File: src/logic/ecc_pkg.sv
// package for the eighty-column character code and attribute block
package ecc_pkg;
    // code fields
    localparam int unsigned CODE_W = 12;
    localparam int unsigned CHAR_W = 8;
    localparam int unsigned NIB_W = 4;
    localparam int unsigned SET_BIT = 7;
    localparam logic [NIB_W-1:0] SHORT_NIB = 4'h0;
    // attribute nibble bit positions (alphanumeric; ATT_COLSEL is the mosaic colour select)
    localparam int unsigned ATT_UNDERLINE = 0;
    localparam int unsigned ATT_FLASH = 1;
    localparam int unsigned ATT_NEGATIVE = 2;
    localparam int unsigned ATT_DUAL = 3;
    localparam int unsigned ATT_COLSEL = 0;
    // cell geometry
    localparam int unsigned CELL_W = 6;
    localparam int unsigned CELL_H = 10;
    localparam logic [3:0] LAST_SLICE = 4'h9;
    localparam int unsigned SUB_W = 3;
    localparam int unsigned SUB_H = 2;
    // row buffers
    localparam int unsigned ROW_CODES = 80;
    localparam int unsigned HALF_ROW = 40;
    localparam int unsigned LONG_ROW_BYTES = 120;
    localparam int unsigned SHORT_ROW_BYTES = 80;
    localparam int unsigned ADDR_W = 7;
    localparam logic [ADDR_W-1:0] BUF2_BASE = 7'h28;
    localparam logic [ADDR_W-1:0] BUF3_BASE = 7'h50;
    localparam logic [ADDR_W-1:0] POS_LAST = 7'h4f;
    // flash timing
    localparam int unsigned CLK_HZ = 25000000;
    localparam int unsigned FLASH_HALF_MS = 1000;
    localparam int unsigned FLASH_HALF_CYC = CLK_HZ / 1000 * FLASH_HALF_MS;
    // address phase
    localparam logic [3:0] SELECT_NIB = 4'h2;
    localparam int unsigned COLOR_W = 4;
    typedef struct packed {
        logic cs_n;
        logic [3:0] auto_select_nibble;
        logic exec_request_bit;
        logic [2:0] reg_index;
    } ecc_addr_type;
    typedef struct packed {
        logic [NIB_W-1:0] attr;
        logic [CHAR_W-1:0] chr;
    } ecc_code_type;
    typedef struct packed {
        logic [COLOR_W-1:0] fg_a;
        logic [COLOR_W-1:0] fg_b;
        logic [COLOR_W-1:0] ins_a;
        logic [COLOR_W-1:0] ins_b;
    } ecc_origin_type;
endpackage : ecc_pkg

File: src/logic/ecc_addr_latch.sv
// address phase latch of the multiplexed host bus
`timescale 1ns/10ps
`default_nettype none
module ecc_addr_latch
    import ecc_pkg::*;
(
    input wire logic ref_clk,
    input wire logic rst_n,
    input wire logic addr_latch_strobe,
    input wire logic [7:0] ad_in,
    input wire logic cs_n,
    output ecc_addr_type addr_q,
    output logic selected
);
    logic [2:0] as_sync_q;
    logic [8:0] ad_s1_q;
    logic [8:0] ad_s2_q;

    always_ff @(posedge ref_clk or negedge rst_n)
    begin
        if (!rst_n)
        begin
            as_sync_q <= 3'h0;
            ad_s1_q <= 9'h100;
            ad_s2_q <= 9'h100;
        end
        else
        begin
            as_sync_q <= {as_sync_q[1:0], addr_latch_strobe};
            ad_s1_q <= {cs_n, ad_in};
            ad_s2_q <= ad_s1_q;
        end
    end

    always_ff @(posedge ref_clk or negedge rst_n)
    begin
        if (!rst_n)
        begin
            addr_q <= '{cs_n: 1'b1, default: '0};
        end
        else if (as_sync_q[2] && !as_sync_q[1])
        begin
            addr_q <= ecc_addr_type'(ad_s2_q);
        end
    end

    // select on nibble and chip select
    assign selected = (addr_q.auto_select_nibble == SELECT_NIB) && !addr_q.cs_n;
endmodule : ecc_addr_latch
`default_nettype wire

File: src/logic/ecc_core.sv
// eighty-column code packing, transfer and attribute processing
//
// Function
// - two code formats, long twelve bit and short eight bit, selectable.
// - short format reaches only the 128 glyph base alphanumeric set; long also reaches mosaics.
// - long code is character byte plus nibble; bit seven selects set.
// - set bit zero: low seven bits pick an alphanumeric glyph, six columns.
// - alphanumeric nibble bits are four independent attributes.
// - mosaic: nibble bits 1-3 and char bits 0-6 drive sub-windows.
// - mosaic nibble bit zero is colour select.
// - short code with bit seven clear equals long code with zero nibble; with bit seven set it stays alphanumeric.
// - long codes paired in three bytes; row uses 120 bytes.
// - even code in first buffer, odd in second, nibbles in third.
// - short codes use same placement without nibble buffer, 80 bytes.
// - nibble transfer moves 12 bits, read-modify-writes nibble, auto-increments.
// - byte transfer does same sequential transfer for short codes.
// - short codes and mosaics never flash or take the negative swap; only the underline cursor underlines them.
// - attributes applied: underline, flash, colour select, negative, insert.
// - underline forces foreground on slice nine.
// - flash forces background at half hertz, phase from negative.
// - colour select: margin background, foreground from origin register.
// - negative swaps colours; complemented cursor complements them.
// - insert value chosen by dual select, applied per insert mode.
// - falling address strobe latches bus lines and chip select.
// - address bits: index, execution request, auto-select nibble, chip select.
// - selected only when nibble is two and latched select is zero.
`timescale 1ns/10ps
`default_nettype none
module ecc_core
    import ecc_pkg::*;
(
    input wire logic ref_clk,
    input wire logic rst_n,
    input wire logic addr_latch_strobe,
    input wire logic [7:0] ad_in,
    input wire logic cs_n,
    output ecc_addr_type latched_addr,
    output logic chip_selected,
    input wire logic long_mode,
    input wire logic nibble_code_transfer_cmd,
    input wire logic byte_code_transfer_cmd,
    input wire logic xfer_write,
    input wire logic auto_inc,
    input wire logic [ADDR_W-1:0] pos_in,
    input wire logic pos_load,
    input wire logic [CHAR_W-1:0] data_reg_first,
    input wire logic [CHAR_W-1:0] data_reg_third,
    output logic [CHAR_W-1:0] rd_first_q,
    output logic [CHAR_W-1:0] rd_third_q,
    output logic xfer_busy,
    output logic xfer_done,
    output logic [ADDR_W-1:0] pos_q,
    input wire logic [CHAR_W-1:0] disp_char,
    input wire logic [NIB_W-1:0] disp_attr,
    input wire logic [3:0] slice_index,
    input wire logic [2:0] pixel_col,
    input wire logic glyph_bit,
    input wire logic ul_cursor,
    input wire logic comp_cursor,
    input wire logic insert_mode,
    input wire ecc_origin_type char_set_origin_reg,
    input wire logic [COLOR_W-1:0] margin_color,
    input wire logic [COLOR_W-1:0] base_fg,
    input wire logic [COLOR_W-1:0] base_bg,
    output logic [6:0] glyph_index_q,
    output logic [COLOR_W-1:0] pixel_color_q
);
    // ----------------------------------------
    // address phase
    // ----------------------------------------
    ecc_addr_latch u_addr
    (
        .ref_clk(ref_clk),
        .rst_n(rst_n),
        .addr_latch_strobe(addr_latch_strobe),
        .ad_in(ad_in),
        .cs_n(cs_n),
        .addr_q(latched_addr),
        .selected(chip_selected)
    );

    // ----------------------------------------
    // packing address functions
    // ----------------------------------------
    function automatic logic [ADDR_W-1:0] char_addr(input logic [ADDR_W-1:0] pos);
        // even in first, odd in second
        char_addr = (pos[0] ? BUF2_BASE : 7'h00) + {1'b0, pos[ADDR_W-1:1]};
    endfunction : char_addr

    function automatic logic [ADDR_W-1:0] nib_addr(input logic [ADDR_W-1:0] pos);
        nib_addr = BUF3_BASE + {1'b0, pos[ADDR_W-1:1]};
    endfunction : nib_addr

    // ----------------------------------------
    // transfer sequencer
    // ----------------------------------------
    typedef enum logic [2:0] {ST_IDLE, ST_RD_CHAR, ST_RD_NIB, ST_WAIT, ST_WR_NIB, ST_END}
        ecc_state_type;
    ecc_state_type state_q;
    logic is_nib_q;
    logic wr_q;
    logic mem_we;
    logic [ADDR_W-1:0] mem_waddr;
    logic [CHAR_W-1:0] mem_wdata;
    logic [ADDR_W-1:0] mem_raddr;
    logic [CHAR_W-1:0] mem_rdata;

    ecc_row_mem u_mem
    (
        .ref_clk(ref_clk),
        .wr_en(mem_we),
        .wr_addr(mem_waddr),
        .wr_data(mem_wdata),
        .rd_addr(mem_raddr),
        .rd_data(mem_rdata)
    );

    always_ff @(posedge ref_clk or negedge rst_n)
    begin
        if (!rst_n)
        begin
            state_q <= ST_IDLE;
            is_nib_q <= 1'b0;
            wr_q <= 1'b0;
        end
        else
        begin
            unique case (state_q)
                ST_IDLE:
                begin
                    if (nibble_code_transfer_cmd && long_mode)
                    begin
                        is_nib_q <= 1'b1;
                        wr_q <= xfer_write;
                        state_q <= ST_RD_CHAR;
                    end
                    else if (byte_code_transfer_cmd)
                    begin
                        is_nib_q <= 1'b0;
                        wr_q <= xfer_write;
                        state_q <= ST_RD_CHAR;
                    end
                end
                ST_RD_CHAR: state_q <= is_nib_q ? ST_RD_NIB : ST_WAIT;
                ST_RD_NIB: state_q <= ST_WAIT;
                ST_WAIT: state_q <= (is_nib_q && wr_q) ? ST_WR_NIB : ST_END;
                ST_WR_NIB: state_q <= ST_END;
                ST_END: state_q <= ST_IDLE;
            endcase
        end
    end

    assign xfer_busy = (state_q != ST_IDLE);
    assign xfer_done = (state_q == ST_END);
    assign mem_raddr = (state_q == ST_RD_CHAR) ? char_addr(pos_q) : nib_addr(pos_q);

    always_comb
    begin
        mem_we = 1'b0;
        mem_waddr = char_addr(pos_q);
        mem_wdata = data_reg_first;
        if (state_q == ST_RD_CHAR && wr_q)
        begin
            mem_we = 1'b1;
        end
        else if (state_q == ST_WR_NIB)
        begin
            mem_we = 1'b1;
            mem_waddr = nib_addr(pos_q);
            mem_wdata = pos_q[0] ? {data_reg_third[NIB_W-1:0], mem_rdata[NIB_W-1:0]}
                                 : {mem_rdata[CHAR_W-1:NIB_W], data_reg_third[NIB_W-1:0]};
        end
    end

    // read data returned to data registers
    always_ff @(posedge ref_clk or negedge rst_n)
    begin
        if (!rst_n)
        begin
            rd_first_q <= 8'h00;
            rd_third_q <= 8'h00;
        end
        else if (!wr_q)
        begin
            if (state_q == ST_RD_NIB)
            begin
                rd_first_q <= mem_rdata;
            end
            else if (state_q == ST_WAIT && is_nib_q)
            begin
                rd_third_q <= {4'h0, pos_q[0] ? mem_rdata[CHAR_W-1:NIB_W]
                                              : mem_rdata[NIB_W-1:0]};
            end
            else if (state_q == ST_WAIT)
            begin
                rd_first_q <= mem_rdata;
                rd_third_q <= {4'h0, SHORT_NIB};
            end
        end
    end

    // position wraps at row end for both formats
    always_ff @(posedge ref_clk or negedge rst_n)
    begin
        if (!rst_n)
        begin
            pos_q <= 7'h00;
        end
        else if (pos_load && !xfer_busy)
        begin
            pos_q <= pos_in;
        end
        else if (xfer_done && auto_inc)
        begin
            pos_q <= (pos_q == POS_LAST) ? 7'h00 : pos_q + 7'h01;
        end
    end

    // ----------------------------------------
    // flash timebase
    // ----------------------------------------
    logic [24:0] flash_cnt_q;
    logic flash_phase_q;

    always_ff @(posedge ref_clk or negedge rst_n)
    begin
        if (!rst_n)
        begin
            flash_cnt_q <= 25'h0;
            flash_phase_q <= 1'b0;
        end
        else if (flash_cnt_q == 25'(FLASH_HALF_CYC - 1))
        begin
            flash_cnt_q <= 25'h0;
            flash_phase_q <= ~flash_phase_q;
        end
        else
        begin
            flash_cnt_q <= flash_cnt_q + 25'h1;
        end
    end

    // ----------------------------------------
    // cell decode and attribute chain
    // ----------------------------------------
    ecc_code_type code;
    logic mosaic;
    logic fg_on;
    logic [1:0] sub_col;
    logic [2:0] sub_row;
    logic [6:0] glyph_idx;
    logic [COLOR_W-1:0] fg;
    logic [COLOR_W-1:0] bg;
    logic [COLOR_W-1:0] tmp;
    logic [COLOR_W-1:0] pix;
    logic [9:0] mosaic_bits;

    always_comb
    begin
        code.chr = disp_char;
        code.attr = long_mode ? disp_attr : SHORT_NIB;
        mosaic = long_mode && code.chr[SET_BIT];
        glyph_idx = code.chr[6:0];
        mosaic_bits = {code.attr[3:1], code.chr[6:0]};
        sub_col = (pixel_col < 3'(SUB_W)) ? 2'h0 : 2'h1;
        sub_row = 3'(slice_index[3:1]);
        fg_on = mosaic ? mosaic_bits[{sub_row, 1'b0} + 4'(sub_col)] : glyph_bit;
        fg = base_fg;
        bg = base_bg;
        if (((!mosaic && code.attr[ATT_UNDERLINE]) || ul_cursor) && slice_index == LAST_SLICE)
        begin
            fg_on = 1'b1;
        end
        if (!mosaic && code.attr[ATT_FLASH] && (flash_phase_q ^ code.attr[ATT_NEGATIVE]))
        begin
            fg_on = 1'b0;
        end
        if (mosaic && code.attr[ATT_COLSEL])
        begin
            bg = margin_color;
            fg = code.chr[6] ? char_set_origin_reg.fg_b : char_set_origin_reg.fg_a;
        end
        if (comp_cursor)
        begin
            fg = ~fg;
            bg = ~bg;
        end
        else if (!mosaic && code.attr[ATT_NEGATIVE])
        begin
            tmp = fg;
            fg = bg;
            bg = tmp;
        end
        else
        begin
            tmp = fg;
        end
        pix = fg_on ? fg : bg;
        if (insert_mode && !mosaic)
        begin
            pix = code.attr[ATT_DUAL] ? char_set_origin_reg.ins_b : char_set_origin_reg.ins_a;
        end
        tmp = pix;
    end

    // registered cell outputs
    always_ff @(posedge ref_clk or negedge rst_n)
    begin
        if (!rst_n)
        begin
            glyph_index_q <= 7'h00;
            pixel_color_q <= 4'h0;
        end
        else
        begin
            glyph_index_q <= glyph_idx;
            pixel_color_q <= tmp;
        end
    end
endmodule : ecc_core
`default_nettype wire

File: src/logic/ecc_row_mem.sv
// row buffer memory with registered read data
`timescale 1ns/10ps
`default_nettype none
module ecc_row_mem
    import ecc_pkg::*;
(
    input wire logic ref_clk,
    input wire logic wr_en,
    input wire logic [ADDR_W-1:0] wr_addr,
    input wire logic [CHAR_W-1:0] wr_data,
    input wire logic [ADDR_W-1:0] rd_addr,
    output logic [CHAR_W-1:0] rd_data
);
    logic [CHAR_W-1:0] mem_q [LONG_ROW_BYTES];

    always_ff @(posedge ref_clk)
    begin
        if (wr_en)
        begin
            mem_q[wr_addr] <= wr_data;
        end
    end

    always_ff @(posedge ref_clk)
    begin
        rd_data <= mem_q[rd_addr];
    end
endmodule : ecc_row_mem
`default_nettype wire

File: config.mk
export PLATFORM = sky130hd
export DESIGN_NAME = ecc_core
export DESIGN_NICKNAME = d
export VERILOG_FILES = /design/src/logic/ecc_pkg.sv /design/src/logic/ecc_addr_latch.sv /design/src/logic/ecc_core.sv /design/src/logic/ecc_row_mem.sv
export SDC_FILE = /design/constraint.sdc
export NUM_CORES = 1
export LEC_CHECK = 0
export ABC_AREA = 1
export BUFFER_PORTS_ARGS = -buffer_cell sky130_fd_sc_hd__buf_2
export CAP_MARGIN = 10
export CELL_PAD_IN_SITES_DETAIL_PLACEMENT = 0
export CELL_PAD_IN_SITES_GLOBAL_PLACEMENT = 2
export CORE_MARGIN = 10
export CORE_UTILIZATION = 46
export CTS_CLUSTER_DIAMETER = 100
export DETAILED_ROUTE_END_ITERATION = 8
export GPL_ROUTABILITY_DRIVEN = 0
export PLACE_DENSITY_LB_ADDON = 0.1
export REMOVE_ABC_BUFFERS = 1
export SLEW_MARGIN = 20
export SYNTH_ARGS = -nofsm -noshare
export SYNTH_HDL_FRONTEND = slang
export SYNTH_SLANG_ARGS = --single-unit
File: constraint.sdc
create_clock -name ref_clk -period 8.95 [get_ports ref_clk]
set_input_delay 1.3425 -clock ref_clk [delete_from_list [all_inputs] [get_ports ref_clk]]
set_output_delay 1.3425 -clock ref_clk [all_outputs]
set_load 0.05 [all_outputs]
==> results.md, run 1 <==
* Clock Latency Late Sink at 0.70 ns
* Layout cells sized above 1 at 11.23%
* Metal2 WL at 59800 um
* Synth cell count leaders: nand2_1 (1196), edfxtp_1 (960), nor2_1 (290)
* PwrDens at 331.2 mW/mm^2
* Crit start category: flop
* Most common cell in the netlist: nand2_1
* DR WL/cell at 24.70 um
* Slew Limit Fails at 0
* Slack of the critical path at 3.791 ns
* RSZ-0062 raised after global routing: false
* Leakage at 0.01732 uW
* Register area at 0.03128 sq mm
* Avg Cell Area, Syn at 11.71 sq um
* Vias per inst at 5.530
* Initial antenna violation count at 1
* Post-synth EDFFs at 960
* Row count at 111
* Setup TNS at 0 ns
* Worst-Margin Slew at 1.072 ns
* Slowest cell delay on critical path at 0.90 ns
* Area delta synth->final at 12.91%
* Post-DRT Antenna Nets at 0
* Total wire length at 126400 um
* Worst reg-to-reg path cell count at 6
* Number of buffers created by CTS at 111
* Hold-fix buffer count after cts at 0
* Ys async rst share at 8.593%
* Most used cell, CP: buf_4
* Top cells by area, synth: edfxtp_1 (67%), nand2_1 (10%), dfrtp_1 (5.1%)
* Peak Freq at 193.8 MHz
* Largest net degree at the start of global routing at 74
* Cell accounting for the most synthesized area: edfxtp_1
* Residual DRC at 0
* Drt pass-1 iters at 5
* Max-cap violations at 0
* HPWL after detailed placement at 73670 um
* Vias at 28300
* Die width at 325.2 um
* Initial Util at 46.55%
* Seq cells post-synth at 1059
* Overflow after GRT at 0
* CTS tree: built
* IO buf count at 129
* Critical Path RT at 9.26 ns
* CP cell instances: inv_6, nor2_4, buf_4, nand2_1, buf_4, nor2_1
* Footprint of the multi-input gates at 0.01055 sq mm
* FILL cells at 8017
* Post-CTS Resized at 0
* Hold crit path type: flop to flop
* Pre-CTS setup slack at 3.819 ns
* FF-to-FF setup slack at 3.79 ns
* Post-place instance area at 0.04484 sq mm
* Metal-1 WL at 54770 um
* Highest metal used: met4
* Die area at 0.1058 sq mm
* CP arrival at 5.47 ns
* Worst setup path class: flop to flop
* Overall Global Routing Usage at 23.40%
* Post-synth top flop: edfxtp_1
* Antenna diode count at 0
* Hold_ws at 0.3482 ns
* Final instance area at 0.04839 sq mm
* # nets final at 3881
* Setup bufs post-CTS at 0
* Post-synth cell types at 49
* CTS root buffer: clkbuf_16
* Max FO, Critical Path at 52
* Seq/Total Area, Yosys at 72.96%
* Area fraction of the dominant cell type after synthesis at 67.26%
* Crit path time final at 5.159 ns
* Slew HR at 28.44%
* Worst hold path depth at 0
* Overall Power at 16030 uW
* Peak supply drop at 0.2575 mV
* Syn Std Cell Area at 0.04286 sq mm
* H-tree levels at 3
* Drt initial violations at 2641
* Slowest cell on crit path: dfrtp_4
* Worst Hold End: u_addr.ad_s2_q[6]
* Reg2reg start: pos_q[1]
* First-pass GRT wire length at 185200 um
* Max Root-Sink Buffers at 3
* Met3 WL at 8125 um
* Total core area at 0.09208 sq mm
* Warnings, synthesis at 0
* Worst r2r dst: u_mem.mem_q[47][5]
* Final setup vio count at 0
* Clock sink count at 1059
* Crit. End Element: flop
* Clk_skew at 0.02749 ns
* Hold Fails Final Rpt at 0
* I/O pin total at 138
* Crit share post-route at 57.64%
* Outcome: completed
* Clock transition at the registers of the reported paths at 0.06 ns
* Vias in the first global route at 27530
* Die height at 325.2 um
* HP Start: u_addr.ad_s1_q[6]
* Mapped Cells at 3660
[layer usage]
metal	global-route usage [%]	vias up
met5	0	-
met4	6.918	0
met3	3.327	211
met2	38.38	1008
met1	32.16	14080
li1	-	12990
[area by class of cell]
cell class | instances | area share, %
Clock buffer | 146 | 6.185
Clock inverter | 58 | 1.153
Inverter | 112 | 0.8895
Multi-Input combinational cell | 2319 | 21.79
Sequential cell | 1059 | 64.64
Tap cell | 1243 | 3.214
Timing Repair Buffer | 180 | 2.131
[power breakdown]
| part | total [uW] | internal, uW | switching (uW) |
|---|---|---|---|
| clock | 4510 | 2610 | 1900 |
| combinational | 5580 | 1260 | 4320 |
| sequential | 5940 | 5790 | 156 |
| total | 16000 | 9650 | 6370 |
[registers in the layout (all words and copies together) (netlist names), 4 cells and up]
name	count
rd_third_q	4
u_mem.mem_q	960
pos_q	7
u_addr.addr_q	9
pixel_color_q	4
u_mem.rd_data	8
flash_cnt_q	25
rd_first_q	8
u_addr.ad_s2_q	9
u_addr.ad_s1_q	9
glyph_index_q	7
[worst max-delay path by stage]
stage	from	endpoint	slack (ns)	cells past startpoint
2_1_floorplan	pos_q[1]	u_mem.mem_q[105][0]	-4.16	4
3_3_place_gp	pos_q[1]	u_mem.mem_q[47][4]	3.92	6
3_5_place_dp	pos_q[1]	u_mem.mem_q[47][5]	3.82	6
4_1_cts	pos_q[1]	u_mem.mem_q[47][5]	3.80	6
5_1_grt	pos_q[1]	u_mem.mem_q[47][4]	3.64	6
6_report	pos_q[1]	u_mem.mem_q[47][5]	3.79	6
[kinds of logic after synthesis]
group                    Yosys count  synth area share [%]
XOR/XNOR                          15                0.3065
AO/OA/AOI/OAI                    437                 5.591
flip-flops                      1059                 72.96
multiplexers                      12                0.3153
AND/OR/NAND/NOR                 1845                 17.78
adder cells (fa/ha/maj)            6                0.1752
other                              1              0.008750
buffers and inverters            285                 2.861
[critical path, delay by kind of cell (launching register included)]
kind                   cells  cell delay (ns)
buffers and inverters      3             1.58
AND/OR/NAND/NOR            3             2.24
flip-flops                 1             0.90
[layout by cell type, fill, tap and decap left out, drive strengths merged, types with 15 or more instances in the layout]
| master | count |
|---|---|
| inv | 112 |
| nand2 | 1197 |
| buf | 180 |
| o21ai | 159 |
| clkinv | 48 |
| nand4 | 71 |
| dfrtp | 88 |
| a21oi | 216 |
| edfxtp | 960 |
| clkbuf | 146 |
| nand3 | 214 |
| or2 | 28 |
| nor3 | 15 |
| a22oi | 31 |
| nor2 | 297 |
[through the flow]
step,utilization (%),instances
finish,52.55,5117
global route,52.55,5117
CTS,52.55,5117
detailed placement,48.70,4913
global placement,48.70,4913
floorplan,-,3490
Note: power is estimated with default switching activity, not from simulation.
==> run 2, diff against run 1 <==
CORE_UTILIZATION = 39   (was 46)
clock period = 4.49 ns   (was 8.95 ns; I/O delays follow)
==> results.md, run 2 (same netlist as run 1, synthesis figures left out) <==
* Die area at 0.1236 sq mm
* Vias per inst at 5.276
* CP arrival at 4.09 ns
* Metal-1 WL at 58940 um
* Slowest cell on crit path: dfrtp_4
* Register area at 0.03128 sq mm
* Slew HR at 34.10%
* Slew Limit Fails at 0
* Setup TNS at 0 ns
* Biggest register: u_mem.mem_q
* Fin cells at 5359
* PwrDens at 659.5 mW/mm^2
* FILL cells at 9986
* Most common cell after layout, fill and taps aside: nand2_1
* Total wire length at 131500 um
* Most used cell, CP: nand2_1
* Hold_ws at 0.05911 ns
* Peak Freq at 285.5 MHz
* CP cell instances: inv_4, nand3_1, clkinv_2, buf_12, nand2_1, nand2_1, nor2_1, nand2_1, o211ai_1, nand3_1, nand3_1, nand2_1
* Vias at 28280
* Clk_skew at 0.02918 ns
* Vias in the first global route at 28160
* First-pass GRT wire length at 191300 um
* # nets final at 3947
* RSZ-0062 raised after global routing: false
* Kind of cell adding the most delay to the critical path: simple AND/OR/NAND/NOR gates
* Worst r2r dst: u_mem.rd_data[3]
* Leakage at 0.01779 uW
* Crit. End Element: flop
* Area delta synth->final at 15.41%
* Residual DRC at 0
* Initial Util at 39.32%
* Initial antenna violation count at 3
* IO buf count at 129
* Highest metal used: met4
* Max-cap violations at 0
* Placed insts at 5145
* Drt pass-1 iters at 5
* I/O pin total at 138
* Post-CTS Resized at 0
* Hold Fails Final Rpt at 0
* Worst setup path class: flop to flop
* Critical Path RT at 5.08 ns
* Worst-Margin Slew at 0.9848 ns
* Pre-CTS setup slack at 1.018 ns
* Outcome: completed
* Slack of the critical path at 0.9868 ns
* Die height at 351.5 um
* Clock transition at the registers of the reported paths at 0.06 ns
* Max Root-Sink Buffers at 3
* CTS root buffer: clkbuf_16
* Number of buffers created by CTS at 116
* Worst reg-to-reg path cell count at 12
* Hold crit path type: input port to asynchronous set/reset pin
* Die width at 351.5 um
* Post-DRT Antenna Nets at 0
* Footprint of the multi-input gates at 0.01053 sq mm
* Max FO, Critical Path at 33
* Slowest cell delay on critical path at 0.75 ns
* Crit start category: flop
* Metal2 WL at 61770 um
* Crit path time final at 3.503 ns
* Most frequent cells in the layout: nand2_1 (1196), edfxtp_1 (960), nor2_1 (287)
* Hold-fix buffer count after cts at 0
* Largest registers: u_mem.mem_q: 960 flops, flash_cnt_q: 25 flops
* H-tree levels at 3
* Total core area at 0.1090 sq mm
* Final setup vio count at 0
* Util after Layout at 45.38%
* Clock sink count at 1059
* Row count at 121
* CTS tree: built
* Clock Latency Late Sink at 0.71 ns
* Met3 WL at 7350 um
* Overall Global Routing Usage at 20.94%
* FF-to-FF setup slack at 0.99 ns
* Largest net degree at the start of global routing at 121
* Layout cells sized above 1 at 12.78%
* Number of buffers and inverters on the critical path at 3
* Reg2reg start: pos_q[2]
* HPWL after detailed placement at 79990 um
* Peak supply drop at 0.5347 mV
* Drt initial violations at 2328
* Setup bufs post-CTS at 0
* Crit share post-route at 78.02%
* Max reg flops at 960
* DR WL/cell at 24.53 um
* Overflow after GRT at 0
-- run 2: cell count changes in the layout (fill, tap and decap cells not counted), moves of 4 or more --
cell / previous run / this run
clkinvlp_4: 1 / 5
clkbuf_1: 30 / 22
nand2_2: 7 / 1
nand2_1: 1190 / 1196
clkbuf_8: 2 / 8
clkbuf_16: 114 / 121
buf_4: 52 / 98
buf_12: 0 / 15
-- run 2: report_power, final --
part | internal [uW] | total, uW | switching, uW | leakage (uW)
Sequential | 11500 | 11900 | 352 | 0.00981
Combinational | 2700 | 11300 | 8630 | 0.00614
Clock | 5540 | 9410 | 3870 | 0.00184
Total | 19800 | 32600 | 12900 | 0.0178
-- run 2: through the flow --
stage / area [sq um] / total power (uW)
after detailed placement: 45680 / 23430
final: 49460 / 32620
after floorplan: 42060 / 18230
after global placement: 45680 / 23330
after CTS: 49460 / 32850
after global routing: 49460 / 34110
-- run 2: cell type report --
cell class | count | area share (%)
Clock buffer | 151 | 6.511
Antenna cell | 1 | 0.005059
Clock inverter | 62 | 1.128
Tap cell | 1414 | 3.577
Multi-Input combinational cell | 2319 | 21.28
Sequential cell | 1059 | 63.23
Inverter | 112 | 0.8702
Timing Repair Buffer | 241 | 3.390
-- run 2: worst register-to-register path: cells and delay by family, from the launching register on --
family | cells | cell delay, ns
AND/OR/NAND/NOR | 8 | 1.18
buffers and inverters | 3 | 1.13
flip-flops | 1 | 0.75
AO/OA/AOI/OAI | 1 | 0.35
-- run 2: layer usage --
layer / vias up / track usage [%]
met1: 14180 / 28.77
met3: 186 / 3.390
met5: - / 0
met4: 0 / 5.439
li1: 13130 / -
met2: 784 / 34.43
-- run 2: worst max-delay path by stage --
stage                   from             endpoint  slack, ns  cells past startpoint
floorplan           pos_q[1]  u_mem.mem_q[105][0]      -8.62                      4
global placement    pos_q[3]     u_mem.rd_data[3]       1.02                     12
detailed placement  pos_q[2]     u_mem.rd_data[3]       1.02                     12
CTS                 pos_q[2]     u_mem.rd_data[3]       1.00                     12
global route        pos_q[3]     u_mem.rd_data[3]       0.95                     12
finish              pos_q[2]     u_mem.rd_data[3]       0.99                     12
